--- config.mk ---
export PLATFORM = sky130hd
export DESIGN_NAME = fcs_scanner
export DESIGN_NICKNAME = d
export VERILOG_FILES = /design/src/inc/fcs_pkg.sv /design/src/design/fcs_scanner.sv
export SDC_FILE = /design/constraint.sdc
export NUM_CORES = 1
export LEC_CHECK = 0
export BUFFER_PORTS_ARGS = -buffer_cell sky130_fd_sc_hd__buf_2
export CORE_UTILIZATION = 45
export CTS_BUF_LIST = sky130_fd_sc_hd__clkbuf_4
export DETAILED_ROUTE_END_ITERATION = 8
export PLACE_DENSITY = 0.81
export SLEW_MARGIN = 10
export SYNTH_ARGS = -nofsm -noshare
export SYNTH_HDL_FRONTEND = slang
export SYNTH_SLANG_ARGS = --single-unit
--- constraint.sdc ---
create_clock -name CORE_CLK -period 2.9 [get_ports CORE_CLK]
set_input_delay 0.58 -clock CORE_CLK [delete_from_list [all_inputs] [get_ports CORE_CLK]]
set_output_delay 0.58 -clock CORE_CLK [all_outputs]
set_load 0.005 [all_outputs]
--- src/inc/fcs_pkg.sv ---
// Constants, field layouts and carrier types of the flash checksum scanner.
package fcs_pkg;

  // Register indices; the byte address on the bus is four times the index.
  localparam logic [9:0] FCS_IDX_CONTROL = 10'h000;
  localparam logic [9:0] FCS_IDX_CONFIG  = 10'h001;
  localparam logic [9:0] FCS_IDX_STATUS  = 10'h002;
  localparam int         FCS_IDX_LSB     = 2;
  localparam int         FCS_IDX_MSB     = 11;

  // Field positions.
  localparam int FCS_CTRL_RESET_BIT  = 7;
  localparam int FCS_CTRL_FATAL_INTERRUPT_ENABLE_BIT  = 1;
  localparam int FCS_CTRL_ENABLE_BIT = 0;
  localparam int FCS_CFG_MODE_LSB    = 4;
  localparam int FCS_CFG_SRC_LSB     = 0;
  localparam int FCS_STAT_OK_BIT     = 1;
  localparam int FCS_STAT_BUSY_BIT   = 0;

  // Reset values.
  localparam logic [7:0] FCS_CTRL_RESET_VAL = 8'h00;
  localparam logic [7:0] FCS_CFG_RESET_VAL  = 8'h00;
  localparam logic [7:0] FCS_STAT_RESET_VAL = 8'h02;

  // Access modes and section codes.
  localparam logic [1:0] FCS_MODE_PRIORITY = 2'h0;
  localparam logic [1:0] FCS_SRC_FLASH     = 2'h0;
  localparam logic [1:0] FCS_SRC_LOADER_AND_PROGRAM_SECTIONS   = 2'h1;
  localparam logic [1:0] FCS_SRC_BOOT      = 2'h2;

  // Timing in main clock cycles.
  localparam int         FCS_START_DELAY  = 3;
  localparam int         FCS_FETCH_PERIOD = 3;
  localparam logic [1:0] FCS_DLY_LOAD     = 2'(FCS_START_DELAY - 1);
  localparam logic [1:0] FCS_FETCH_LAST   = 2'(FCS_FETCH_PERIOD - 1);

  // Checksum.
  localparam logic [15:0] FCS_CRC_POLY = 16'h1021;
  localparam logic [15:0] FCS_CRC_INIT = 16'hFFFF;
  localparam logic [15:0] FCS_CRC_GOOD = 16'h0000;

  // Bus encodings.
  localparam logic [1:0]  FCS_HTRANS_NONSEQ = 2'h2;
  localparam logic        FCS_HRESP_OKAY    = 1'b0;
  localparam logic [31:0] FCS_RDATA_ZERO    = 32'h0000_0000;

  localparam int FCS_FLASH_AW = 16;

  typedef enum logic [2:0] {
    FCS_IDLE  = 3'b001,
    FCS_DELAY = 3'b010,
    FCS_SCAN  = 3'b100
  } fcs_phase_t;

  typedef struct packed {
    logic        hsel;
    logic [31:0] haddr;
    logic [1:0]  htrans;
    logic        hwrite;
    logic [2:0]  hsize;
    logic [31:0] hwdata;
  } fcs_ahb_req_t;

  typedef struct packed {
    logic        hreadyout;
    logic [31:0] hrdata;
    logic        hresp;
  } fcs_ahb_rsp_t;

  typedef struct packed {
    logic                    rd;
    logic [FCS_FLASH_AW-1:0] addr;
  } fcs_flash_req_t;

  typedef struct packed {
    logic [FCS_FLASH_AW-1:0] boot_last;
    logic [FCS_FLASH_AW-1:0] app_last;
    logic [FCS_FLASH_AW-1:0] flash_last;
  } fcs_sections_t;

  typedef struct packed {
    logic       req;
    logic [1:0] mode;
    logic [1:0] section;
  } fcs_startup_t;

  typedef struct packed {
    fcs_phase_t              phase;
    logic                    enable;
    logic                    fatal_interrupt_enable;
    logic [1:0]              mode;
    logic [1:0]              section;
    logic                    ok;
    logic                    busy;
    logic                    nmi;
    logic                    rst_pend;
    logic [1:0]              dly;
    logic [1:0]              div;
    logic [FCS_FLASH_AW-1:0] addr;
    logic [FCS_FLASH_AW-1:0] last;
    logic [15:0]             crc;
    logic                    stall;
    fcs_flash_req_t          flash;
    logic                    wr_pend;
    logic                    rd_pend;
    logic                    hit;
    logic [9:0]              idx;
    fcs_ahb_rsp_t            bus;
  } fcs_state_t;

endpackage

--- src/design/fcs_scanner.sv ---
// Flash checksum scanner: register slave, scan sequencer, CRC and fatal interrupt.
//
// Functional notes
// Reset strobe write resets enable, configuration and status one cycle later.
// With fatal enable low, reset strobe is taken even while busy.
// With fatal enable high, reset strobe is ignored while busy.
// Reset strobe never holds a stored one; it reads zero.
// With fatal enable set, each failed comparison raises the fatal interrupt.
// Fatal enable clears only on system reset, not strobe or zero write.
// Setting fatal enable takes effect only while not busy.
// After a fatal interrupt the control register ignores all writes.
// Writing enable one starts a check; bit stays one; rewrite restarts.
// Writing enable zero does nothing: bit kept, check continues.
// After a start-up scan the enable bit reads one.
// Configuration ignores writes while busy or after a fatal interrupt.
// Access mode field bits 5:4; zero is priority mode, others reserved.
// Software must rewrite a non-zero mode to zero after start-up scan.
// Section field bits 1:0: whole flash, loader and program, loader only.
// After a start-up scan the section field shows the checked section.
// Pass flag is status bit 1, resets to one, valid when not busy.
// Busy flag is status bit 0, high while a check is in progress.
// A check begins three cycles after the enable write.
// Priority mode fetches one 16-bit word every third cycle, processor stalled.
// CRC-16-CCITT, start 0xFFFF, byte 0 first, most significant bit first.
// Mismatch clears pass; with fatal enable, interrupt held until system reset.
// After the last word, busy clears and pass reflects the checksum match.
// Stall is high during a check and drops the cycle after busy clears.
module fcs_scanner (
  input  wire logic                  CORE_CLK,     // Main clock, 250 MHz.
  input  wire logic                  RESET,        // System reset, synchronous, active high.
  input  wire fcs_pkg::fcs_ahb_req_t AHB_IN,       // Bus address, control and write data.
  input  wire logic                  HREADY,       // Bus ready, same as our ready out.
  output      fcs_pkg::fcs_ahb_rsp_t AHB_OUT,      // Bus ready out, read data, response.
  output      fcs_pkg::fcs_flash_req_t FLASH_OUT,  // Flash word read strobe and address.
  input  wire logic [15:0]           FLASH_RDATA,  // Flash word, valid one cycle after strobe.
  input  wire fcs_pkg::fcs_sections_t SECTION_ENDS,// Word addresses of each section's last word.
  input  wire fcs_pkg::fcs_startup_t STARTUP_IN,   // Start-up scan request and its settings.
  output      logic                  CPU_STALL,    // Processor stall request.
  output      logic                  NMI_REQ       // Fatal interrupt request.
);
  import fcs_pkg::*;

  fcs_state_t q;
  fcs_state_t next_q;

  logic        ap_take;
  logic        wr_ctrl;
  logic        wr_cfg;
  logic [31:0] wdat;
  logic        rst_ok;
  logic        word_step;
  logic        last_word;
  logic [15:0] crc_word;
  logic        scan_fail;
  logic [7:0]  ctrl_byte;
  logic [7:0]  cfg_byte;
  logic [7:0]  stat_byte;

  // One byte through the shift register, most significant bit first.
  function automatic logic [15:0] crc_byte(input logic [15:0] c, input logic [7:0] b);
    logic [15:0] r;
    r = c ^ {b, 8'h00};
    for (int i = 0; i < 8; i++) begin
      r = r[15] ? ((r << 1) ^ FCS_CRC_POLY) : (r << 1);
    end
    return r;
  endfunction

  assign ap_take = AHB_IN.hsel && (AHB_IN.htrans == FCS_HTRANS_NONSEQ) && HREADY;
  assign wdat    = AHB_IN.hwdata;
  assign wr_ctrl = q.wr_pend && q.hit && (q.idx == FCS_IDX_CONTROL) && !q.nmi;
  assign wr_cfg  = q.wr_pend && q.hit && (q.idx == FCS_IDX_CONFIG)
                   && !q.busy && !q.nmi;
  assign rst_ok  = !q.fatal_interrupt_enable || !q.busy;

  // The flash stores little-endian words, so the low byte is byte 0 and goes first.
  assign crc_word  = crc_byte(crc_byte(q.crc, FLASH_RDATA[7:0]), FLASH_RDATA[15:8]);
  assign word_step = (q.phase == FCS_SCAN) && (q.div == FCS_FETCH_LAST);
  assign last_word = (q.addr == q.last);
  // Running the stored checksum through the CRC leaves zero when the image matches.
  assign scan_fail = word_step && last_word && (crc_word != FCS_CRC_GOOD);

  always_comb begin
    ctrl_byte = FCS_CTRL_RESET_VAL;
    ctrl_byte[FCS_CTRL_FATAL_INTERRUPT_ENABLE_BIT]  = q.fatal_interrupt_enable;
    ctrl_byte[FCS_CTRL_ENABLE_BIT] = q.enable;
    cfg_byte  = FCS_CFG_RESET_VAL;
    cfg_byte[FCS_CFG_MODE_LSB +: 2] = q.mode;
    cfg_byte[FCS_CFG_SRC_LSB +: 2]  = q.section;
    stat_byte = FCS_CTRL_RESET_VAL;
    stat_byte[FCS_STAT_OK_BIT]   = q.ok;
    stat_byte[FCS_STAT_BUSY_BIT] = q.busy;
  end

  always_comb begin
    next_q          = q;
    next_q.flash.rd = 1'b0;
    next_q.rst_pend = 1'b0;
    next_q.wr_pend  = 1'b0;
    next_q.rd_pend  = 1'b0;

    // Address phase. Reads take one wait state so a write just before is seen; a reset strobe just before is not yet applied.
    if (ap_take) begin
      next_q.hit     = (AHB_IN.haddr[31:FCS_IDX_MSB+1] == '0)
                       && (AHB_IN.haddr[FCS_IDX_LSB-1:0] == '0);
      next_q.idx     = AHB_IN.haddr[FCS_IDX_MSB:FCS_IDX_LSB];
      next_q.wr_pend = AHB_IN.hwrite;
      if (!AHB_IN.hwrite) begin
        next_q.rd_pend       = 1'b1;
        next_q.bus.hreadyout = 1'b0;
      end
    end
    if (q.rd_pend) begin
      next_q.bus.hreadyout = 1'b1;
      if (!q.hit) begin
        next_q.bus.hrdata = FCS_RDATA_ZERO;
      end else if (q.idx == FCS_IDX_CONTROL) begin
        next_q.bus.hrdata = {24'h00_0000, ctrl_byte};
      end else if (q.idx == FCS_IDX_CONFIG) begin
        next_q.bus.hrdata = {24'h00_0000, cfg_byte};
      end else if (q.idx == FCS_IDX_STATUS) begin
        next_q.bus.hrdata = {24'h00_0000, stat_byte};
      end else begin
        next_q.bus.hrdata = FCS_RDATA_ZERO;
      end
    end

    // Scan sequencer.
    case (q.phase)
      FCS_IDLE: begin
        next_q.phase = FCS_IDLE;
      end
      FCS_DELAY: begin
        if (q.dly == 2'h0) begin
          next_q.phase = FCS_SCAN;
          next_q.div   = 2'h0;
          next_q.addr  = '0;
          next_q.crc   = FCS_CRC_INIT;
          if (q.section == FCS_SRC_BOOT) begin
            next_q.last = SECTION_ENDS.boot_last;
          end else if (q.section == FCS_SRC_LOADER_AND_PROGRAM_SECTIONS) begin
            next_q.last = SECTION_ENDS.app_last;
          end else begin
            next_q.last = SECTION_ENDS.flash_last;
          end
        end else begin
          next_q.dly = q.dly - 2'h1;
        end
      end
      FCS_SCAN: begin
        // Only priority access is built; reserved mode codes scan the same way.
        if (q.div == 2'h0) begin
          next_q.flash.rd   = 1'b1;
          next_q.flash.addr = q.addr;
          next_q.div        = 2'h1;
        end else if (q.div != FCS_FETCH_LAST) begin
          next_q.div = q.div + 2'h1;
        end else begin
          next_q.div = 2'h0;
          next_q.crc = crc_word;
          if (last_word) begin
            next_q.phase = FCS_IDLE;
            next_q.busy  = 1'b0;
            next_q.ok    = !scan_fail;
            if (scan_fail && q.fatal_interrupt_enable) begin
              next_q.nmi = 1'b1;
            end
          end else begin
            next_q.addr = q.addr + 1'b1;
          end
        end
      end
      default: begin
        next_q.phase = FCS_IDLE;
      end
    endcase

    // Start-up scan takes its mode and section from the start-up settings.
    if (STARTUP_IN.req && (q.phase == FCS_IDLE) && !q.nmi) begin
      next_q.mode    = STARTUP_IN.mode;
      next_q.section = STARTUP_IN.section;
      next_q.enable  = 1'b1;
      next_q.busy    = 1'b1;
      next_q.phase   = FCS_DELAY;
      next_q.dly     = FCS_DLY_LOAD;
    end

    if (wr_cfg) begin
      next_q.mode    = wdat[FCS_CFG_MODE_LSB +: 2];
      next_q.section = wdat[FCS_CFG_SRC_LSB +: 2];
    end

    if (wr_ctrl) begin
      if (wdat[FCS_CTRL_RESET_BIT] && rst_ok) begin
        next_q.rst_pend = 1'b1;
      end else if (!wdat[FCS_CTRL_RESET_BIT]) begin
        if (wdat[FCS_CTRL_FATAL_INTERRUPT_ENABLE_BIT] && !q.busy) begin
          next_q.fatal_interrupt_enable = 1'b1;
        end
        if (wdat[FCS_CTRL_ENABLE_BIT]) begin
          next_q.enable = 1'b1;
          next_q.busy   = 1'b1;
          next_q.phase  = FCS_DELAY;
          next_q.dly    = FCS_DLY_LOAD;
        end
      end
    end

    // The pending strobe wins over anything else this cycle; fatal enable survives it.
    if (q.rst_pend) begin
      next_q.enable  = 1'b0;
      next_q.mode    = FCS_CFG_RESET_VAL[FCS_CFG_MODE_LSB +: 2];
      next_q.section = FCS_CFG_RESET_VAL[FCS_CFG_SRC_LSB +: 2];
      next_q.ok      = FCS_STAT_RESET_VAL[FCS_STAT_OK_BIT];
      next_q.busy    = FCS_STAT_RESET_VAL[FCS_STAT_BUSY_BIT];
      next_q.phase   = FCS_IDLE;
    end

    // A restart during a scan drops the stall at once, so the processor runs through the delay.
    next_q.stall = (q.phase == FCS_SCAN) && (next_q.phase != FCS_DELAY);
  end

  always_ff @(posedge CORE_CLK) begin
    if (RESET) begin
      q                <= '0;
      q.phase          <= FCS_IDLE;
      q.enable         <= FCS_CTRL_RESET_VAL[FCS_CTRL_ENABLE_BIT];
      q.fatal_interrupt_enable          <= FCS_CTRL_RESET_VAL[FCS_CTRL_FATAL_INTERRUPT_ENABLE_BIT];
      q.ok             <= FCS_STAT_RESET_VAL[FCS_STAT_OK_BIT];
      q.busy           <= FCS_STAT_RESET_VAL[FCS_STAT_BUSY_BIT];
      q.crc            <= FCS_CRC_INIT;
      q.bus.hreadyout  <= 1'b1;
      q.bus.hrdata     <= FCS_RDATA_ZERO;
      q.bus.hresp      <= FCS_HRESP_OKAY;
    end else begin
      q <= next_q;
    end
  end

  assign AHB_OUT   = q.bus;
  assign FLASH_OUT = q.flash;
  assign CPU_STALL = q.stall;
  assign NMI_REQ   = q.nmi;
endmodule

==> flow_metrics.py, run 1 <==
metrics = {
    "outcome": {
        "status": "finished clean",
    },
    "clocking": {
        "post_cts_buffers": 0,
        "clockBufferDepth": 2,
        "cts_tree": "done",
        "numCtsBuffers": 9,
        "insertion_delay_ns": 0.46,
        "cts.sinks": 101,
        "post_cts_resized": 0,
        "cts_root_buf": "clkbuf_4",
        "clk_pin_slew_ns": 0.15,
        "h-tree-depth": 3,
        "ctsHoldBuffers": 0,
    },
    "yosys": {
        "postSynthCellCount": 668,
        "synth_warnings": 0,
        "yosys.area.top_type_share_pct": 35.9,
        "ys_seq_area_share_pct": 35.9,
        "syn_area_per_cell_um2": 8.42,
        "synth-simple-area-share_pct": 19.5,
        "muxShareOfSynthArea_pct": 4.27,
        "synth_compound_area_share_pct": 15.8,
        "synth.distinct_cells": 52,
        "synth-edff-count": 0,
        "ys.flop_type": "dfxtp_1",
        "yosys.area.top_type": "dfxtp_1",
        "ys_seq_elements": 101,
        "syn_area_um2": 5630,
        "synth_top_family_by_area": "simple AND/OR/NAND/NOR gates",
        "synthArstFlopShare_pct": 0,
        "synth_xor_xnor_area_share_pct": 14.4,
        "netlist_top_cells_area": "dfxtp_1, xnor2_1, buf_4",
        "yosys.area_share.adder_pct": 0.222,
    },
    "worst_setup_path": {
        "required_ns": 3.25,
        "startpoint_type": "register",
        "path_max_fanout": 14,
        "crit_path_max_incr_delay_ns": 0.54,
        "worstPathCellList": "or3b_1 -> nor3b_2 -> nor2_1 -> a2111oi_0 -> xnor2_1 -> nor2_1",
        "critPathMostFrequentCell": "nor2_1",
        "arrival_ns": 2.77,
        "path_class": "register to register",
        "slowest_stage": "a2111oi_0",
        "crit_path_end_kind": "register",
    },
    "drt": {
        "drt_iter0_drc": 148,
        "vias_per_cell": 5.04,
        "via_count": 4737,
        "wl_um": 11800,
        "drtPass1Iterations": 4,
        "route.antenna.remaining_nets": 0,
        "wl_per_cell_um": 12.6,
        "route.detailed.drc": 0,
    },
    "timing": {
        "slew_violations": 0,
        "final_min_period_over_clock_period_pct": 83.4,
        "worst-slew-pin-transition_ns": 1.06,
        "slew_headroom_pct": 29.3,
        "hold_viol": 0,
        "rsz0062_at_grt": "false",
        "setup_viol": 0,
        "finClkSkew_ns": 0.0173,
        "tns_ns": 0,
        "final.min_clock_period_ns": 2.42,
        "fmax_mhz": 413,
        "whs_ns": 0.308,
    },
    "place": {
        "hpwlAfterDp_um": 8890,
        "io_buffers": 136,
        "gp_congestion": 0.848,
        "dp_cells": 923,
    },
    "power_and_ir_drop": {
        "ir_worst_vdd_mv": 0.158,
        "powerDensity_nw_per_um2": 403,
        "leakage_nw": 2.46,
    },
    "layout": {
        "multi_input_area_um2": 3160,
        "area_growth_pct": 12.0,
        "area.sequential_um2": 2020,
        "nFillCells": 1214,
        "layoutNonFillerInstCount": 940,
        "nets": 910,
        "layout-drive-gt1-share_pct": 23.1,
    },
    "floorplan": {
        "dieArea_um2": 13000,
        "num_io_pins": 196,
        "core_um2": 12100,
        "die_w_um": 114,
        "die-height_um": 114,
        "initial_core_util_pct": 46.4,
        "num_rows": 40,
    },
    "grt": {
        "grt_start_max_net_pins": 64,
        "antenna_found_initial": 1,
        "track_usage_pct": 18.9,
        "grt_pass1_vias": 4186,
        "grt_pass1_wl_um": 19800,
        "grt-ovfl-total": 0,
    },
    "worst_hold_path": {
        "worstHoldPathType": "input pin to register",
    },
    "run": {
        "maxCapViolCount": 0,
    },
}
## sequential cells by signal, indices dropped and copies added, names as in the netlist
| name | cells |
|---|---|
| NMI_REQ | 1 |
| AHB_OUT | 5 |
| ctrl_byte | 2 |
| q | 71 |
| FLASH_OUT | 17 |
| cfg_byte | 4 |
| CPU_STALL | 1 |
## synth_stat cells (all sizes together), types with 2 or more instances
cell and n:
or3b 2, a211oi 42, nand3b 4, xnor2 56, mux2i 24, dfxtp 101
nand4 9, nand2b 6, inv 5, and2 2, nor4 9, and4b 3
a21o 3, xor2 17, a2111oi 9, nor3 12, o21ai 5, or3 5
nor2 50, xnor3 5, nand2 82, nor3b 3, and3 6, or2 3
a21oi 62, clkbuf 31, o22ai 13, nor2b 18, buf 58, nand3 10
## kinds of logic after synthesis
family	after synthesis
compound gates	140
xor+xnor	79
fa+ha+maj	1
buf+inv	95
flops	101
mux	24
other cells	1
simple gates	227
## stage by stage
stage          util [%]  setup slack (ns)  instance area [µm²]  total power, mW
2_1_floorplan         -             0.419                 5730             1.80
4_1_cts            52.0             0.479                 6300             2.57
5_1_grt            52.0             0.234                 6300             2.68
3_5_place_dp       51.1             0.178                 6190             1.93
6_report           52.0             0.481                 6300             2.54
3_3_place_gp       51.1             0.226                 6190             1.92
## where the power goes
part | internal, mW | switching, mW | leakage, nW | total, mW
registers | 1.41 | 0.0233 | 0.817 | 1.43
clock network | 0.192 | 0.449 | 0.0661 | 0.640
logic | 0.230 | 0.239 | 1.58 | 0.469
total | 1.83 | 0.711 | 2.46 | 2.54
## area by class of cell
cell class / instances / area share (%)
diodes: 1 / 0.0397
repair buffers: 148 / 12.2
clock buffers: 11 / 1.31
multi-input cells: 500 / 50.2
flip-flops and latches: 101 / 32.1
inverters: 6 / 0.357
clock inverters: 5 / 0.417
well taps: 168 / 3.34
## final timing paths
kind	startpoint	endpoint	slack, ns	cells after the start
worst max-delay path	q[129]	q[112]	0.48	6
worst min-delay path	AHB_IN[35]	q[45]	0.31	2
worst min register to register	FLASH_OUT[1]	FLASH_OUT[1]	0.46	2
worst max register to register	q[129]	q[112]	0.48	6
## worst max-delay path, delay by kind of cell, from the launching register on
kind,cells,cell delay (ns)
AO/OA/AOI/OAI,1,0.54
AND/OR/NAND/NOR,4,1.18
XOR/XNOR,1,0.18
flip-flops,1,0.40
## per-layer routing
layer  GRT usage (%)  routed length, µm
met2            30.7               5410
met4            5.37                125
met1            26.1               5840
met5               0                  0
met3            2.87                443
## placed cells by master (no fill, tap or decap), types with 4 or more instances in the layout
cell / instances
o22ai_1: 13
nand3_1: 10
mux2i_1: 24
xor2_1: 16
conb_1: 29
dfxtp_1: 100
xnor3_1: 4
clkbuf_4: 11
buf_2: 136
or3_1: 5
nor2_1: 50
xnor2_1: 53
nand4_1: 9
nand3b_1: 4
o21ai_0: 5
nor3_1: 12
a2111oi_0: 8
nor4_1: 8
nor2b_1: 18
a211oi_1: 42
a21oi_1: 62
and3_1: 6
nand2b_1: 6
nand2_1: 82
buf_4: 12
inv_1: 5
Note: power is estimated with default switching activity, not from simulation.
==> inputs of run 2 (changes only) <==
--- a/config.mk
+++ b/config.mk
@@ -5,11 +5,12 @@
 export SDC_FILE = /design/constraint.sdc
 export NUM_CORES = 1
 export LEC_CHECK = 0
+export ABC_AREA = 1
 export BUFFER_PORTS_ARGS = -buffer_cell sky130_fd_sc_hd__buf_2
 export CORE_UTILIZATION = 45
 export CTS_BUF_LIST = sky130_fd_sc_hd__clkbuf_4
 export DETAILED_ROUTE_END_ITERATION = 8
-export PLACE_DENSITY = 0.81
+export PLACE_DENSITY = 0.83
 export SLEW_MARGIN = 10
 export SYNTH_ARGS = -nofsm -noshare
 export SYNTH_HDL_FRONTEND = slang
==> constraint.sdc (replaced) <==
create_clock -name CORE_CLK -period 2.2 [get_ports CORE_CLK]
set_input_delay 0.44 -clock CORE_CLK [delete_from_list [all_inputs] [get_ports CORE_CLK]]
set_output_delay 0.44 -clock CORE_CLK [all_outputs]
set_load 0.005 [all_outputs]
==> run 2 against run 1 <==
  * Maximum frequency up 21%
  * Via count up 24%
  * Clock skew up 0.0038 ns
  * Sequential power up 31%
  * Combinational power up 25%
  * Critical endpoint is now q[107]
  * Largest power group unchanged
==> flow_metrics.py, run 2 <==
metrics = {
    "drt": {
        "wl_per_cell_um": 12.0,
        "drtPass1Iterations": 4,
        "via_count": 5889,
        "drt_iter0_drc": 283,
        "wl_um": 14000,
        "route.antenna.remaining_nets": 0,
        "vias_per_cell": 5.06,
        "route.detailed.drc": 0,
    },
    "grt": {
        "grt_start_max_net_pins": 36,
        "track_usage_pct": 21.2,
        "grt_pass1_wl_um": 23100,
        "grt-ovfl-total": 0,
        "grt_pass1_vias": 5189,
        "antenna_found_initial": 0,
    },
    "yosys": {
        "synthArstFlopShare_pct": 0,
        "synth.distinct_cells": 45,
        "netlist_top_cells_area": "dfxtp_1, nand2_1, nand3_1",
        "ys_seq_elements": 101,
        "yosys.area_share.adder_pct": 0.213,
        "synthTopCellsByCount": "nand2_1, dfxtp_1, nor2_1",
        "synth-simple-area-share_pct": 32.9,
        "ys.flop_type": "dfxtp_1",
        "synth_compound_area_share_pct": 13.7,
        "yosys.area.top_type": "dfxtp_1",
        "synth.most_common_cell": "nand2_1",
        "ys_seq_area_share_pct": 34.4,
        "postSynthCellCount": 868,
        "synth-edff-count": 0,
        "synth_xor_xnor_area_share_pct": 6.11,
        "syn_area_per_cell_um2": 6.77,
        "synth_top_family_by_area": "simple AND/OR/NAND/NOR gates",
        "syn_area_um2": 5880,
        "synth_warnings": 0,
        "muxShareOfSynthArea_pct": 0,
        "yosys.area.top_type_share_pct": 34.4,
    },
    "timing": {
        "hold_viol": 0,
        "fmax_mhz": 500,
        "final_min_period_over_clock_period_pct": 90.8,
        "final.min_clock_period_ns": 2.00,
        "slew_headroom_pct": 62.3,
        "slew_violations": 0,
        "tns_ns": 0,
        "setup_viol": 0,
        "finClkSkew_ns": 0.0211,
        "worst-slew-pin-transition_ns": 0.564,
        "rsz0062_at_grt": "false",
    },
    "layout": {
        "layoutNonFillerInstCount": 1163,
        "multi_input_area_um2": 3250,
        "mostFrequentLayoutCell": "nand2_1",
        "area_growth_pct": 14.6,
        "nFillCells": 1315,
        "layout-drive-gt1-share_pct": 20.9,
        "fin_util_pct": 53.2,
        "area.sequential_um2": 2020,
        "top_register": "q",
        "nets": 1132,
        "antenna-diode-count": 0,
        "largest_register_ffs": 71,
        "final_cell_mix": "nand2_1, buf_2, dfxtp_1",
    },
    "power_and_ir_drop": {
        "powerDensity_nw_per_um2": 501,
        "ir_worst_vdd_mv": 0.296,
        "leakage_nw": 3.21,
    },
    "worst_setup_path": {
        "startpoint_type": "register",
        "path_max_fanout": 7,
        "crit_path_end_kind": "register",
        "rr_endpoint": "q[107]",
        "required_ns": 2.55,
        "reg2reg_from": "q[112]",
        "arrival_ns": 2.35,
        "rrSetupSlack_ns": 0.20,
        "reg2reg_depth": 12,
        "path_class": "register to register",
    },
    "floorplan": {
        "initial_core_util_pct": 46.4,
        "num_rows": 41,
        "dieArea_um2": 13500,
        "num_io_pins": 196,
        "die_w_um": 116,
        "core_um2": 12700,
        "die-height_um": 116,
    },
    "clocking": {
        "h-tree-depth": 3,
        "cts_tree": "done",
        "numCtsBuffers": 9,
        "ctsHoldBuffers": 0,
        "cts_root_buf": "clkbuf_4",
        "insertion_delay_ns": 0.45,
        "cts.sinks": 101,
        "clockBufferDepth": 2,
        "clk_pin_slew_ns": 0.15,
    },
    "worst_hold_path": {
        "hold_start": "AHB_IN[35]",
        "hold_path_end": "q[45]",
        "hold_depth": 2,
        "worstHoldPathType": "input pin to register",
    },
    "place": {
        "dp_cells": 1148,
        "io_buffers": 136,
        "hpwlAfterDp_um": 10900,
        "gp_congestion": 0.905,
    },
    "run": {
        "maxCapViolCount": 0,
    },
    "outcome": {
        "status": "finished clean",
    },
}
==> run 2: worst max-delay path: stages (launching register included) <==
cell and delay, ns:
dfxtp_1 0.40, xor2_1 0.18, nor2_1 0.09, nand2_1 0.06
nor2_1 0.22, nand3_1 0.21, nand2_4 0.17, buf_4 0.20
nor2_8 0.04, nand2_4 0.09, nor2_2 0.04, a21oi_1 0.16
nor3_2 0.05
==> run 2: how the worst max path moves through the flow <==
stage	startpoint	to	slack [ns]	depth (start not counted)
final	q[112]	q[107]	0.20	12
after global routing	q[78]	q[120]	0.01	14
after CTS	q[128]	q[104]	0.02	13
after detailed placement	q[128]	q[104]	0.04	13
after global placement	q[128]	q[104]	0.10	13
after floorplan	q[128]	q[109]	0.43	12
==> run 2: power breakdown <==
part | switching, mW | internal [mW]
sequential | 0.0240 | 1.86
clock | 0.567 | 0.338
combinational | 0.357 | 0.228
total | 0.948 | 2.43
==> run 2: layer usage <==
| layer | GRT usage, % | up-vias | part of all wire [%] |
|---|---|---|---|
| met5 | 0 | - | 0 |
| met4 | 6.75 | 0 | 1.7 |
| met3 | 3.17 | 23 | 5.2 |
| met2 | 34.7 | 203 | 46 |
| met1 | 28.6 | 2635 | 47 |
| li1 | - | 3028 | - |
==> run 2: layout make-up <==
class	count	area share, %
multi-input combinational	650	48.2
sequential	101	30.1
timing repair buffer	165	13.3
tap	172	3.20
clock inverter	4	0.613
inverter	61	3.44
clock buffer	10	1.11
==> run 2: kinds of logic (layout without fill, tap and decap cells) <==
kind of cell               Yosys count  count (layout)
other                                1              29
AOI/OAI and AO/OA                  140             140
buffers and inverters              145             240
xor gates and xnor gates            41              41
and+or+nand+nor                    439             439
adders and majority gates            1               1
DFF                                101             101
==> run 2: metrics by stage <==
step                hold WS (ns)  cell area, µm²  worst slack [ns]  total power [mW]
floorplan                  0.428            5980             0.429              2.32
global placement           0.445            6580             0.101              2.48
detailed placement         0.445            6580            0.0447              2.50
CTS                        0.141            6700            0.0213              3.40
global route               0.140            6740            0.0101              3.55
finish                     0.177            6740             0.202              3.37
==> run 2: timing repair <==
item,in CTS,in global routing
setup buffers,0,1
gates resized for setup,0,7
endpoints found under the setup margin,0,7
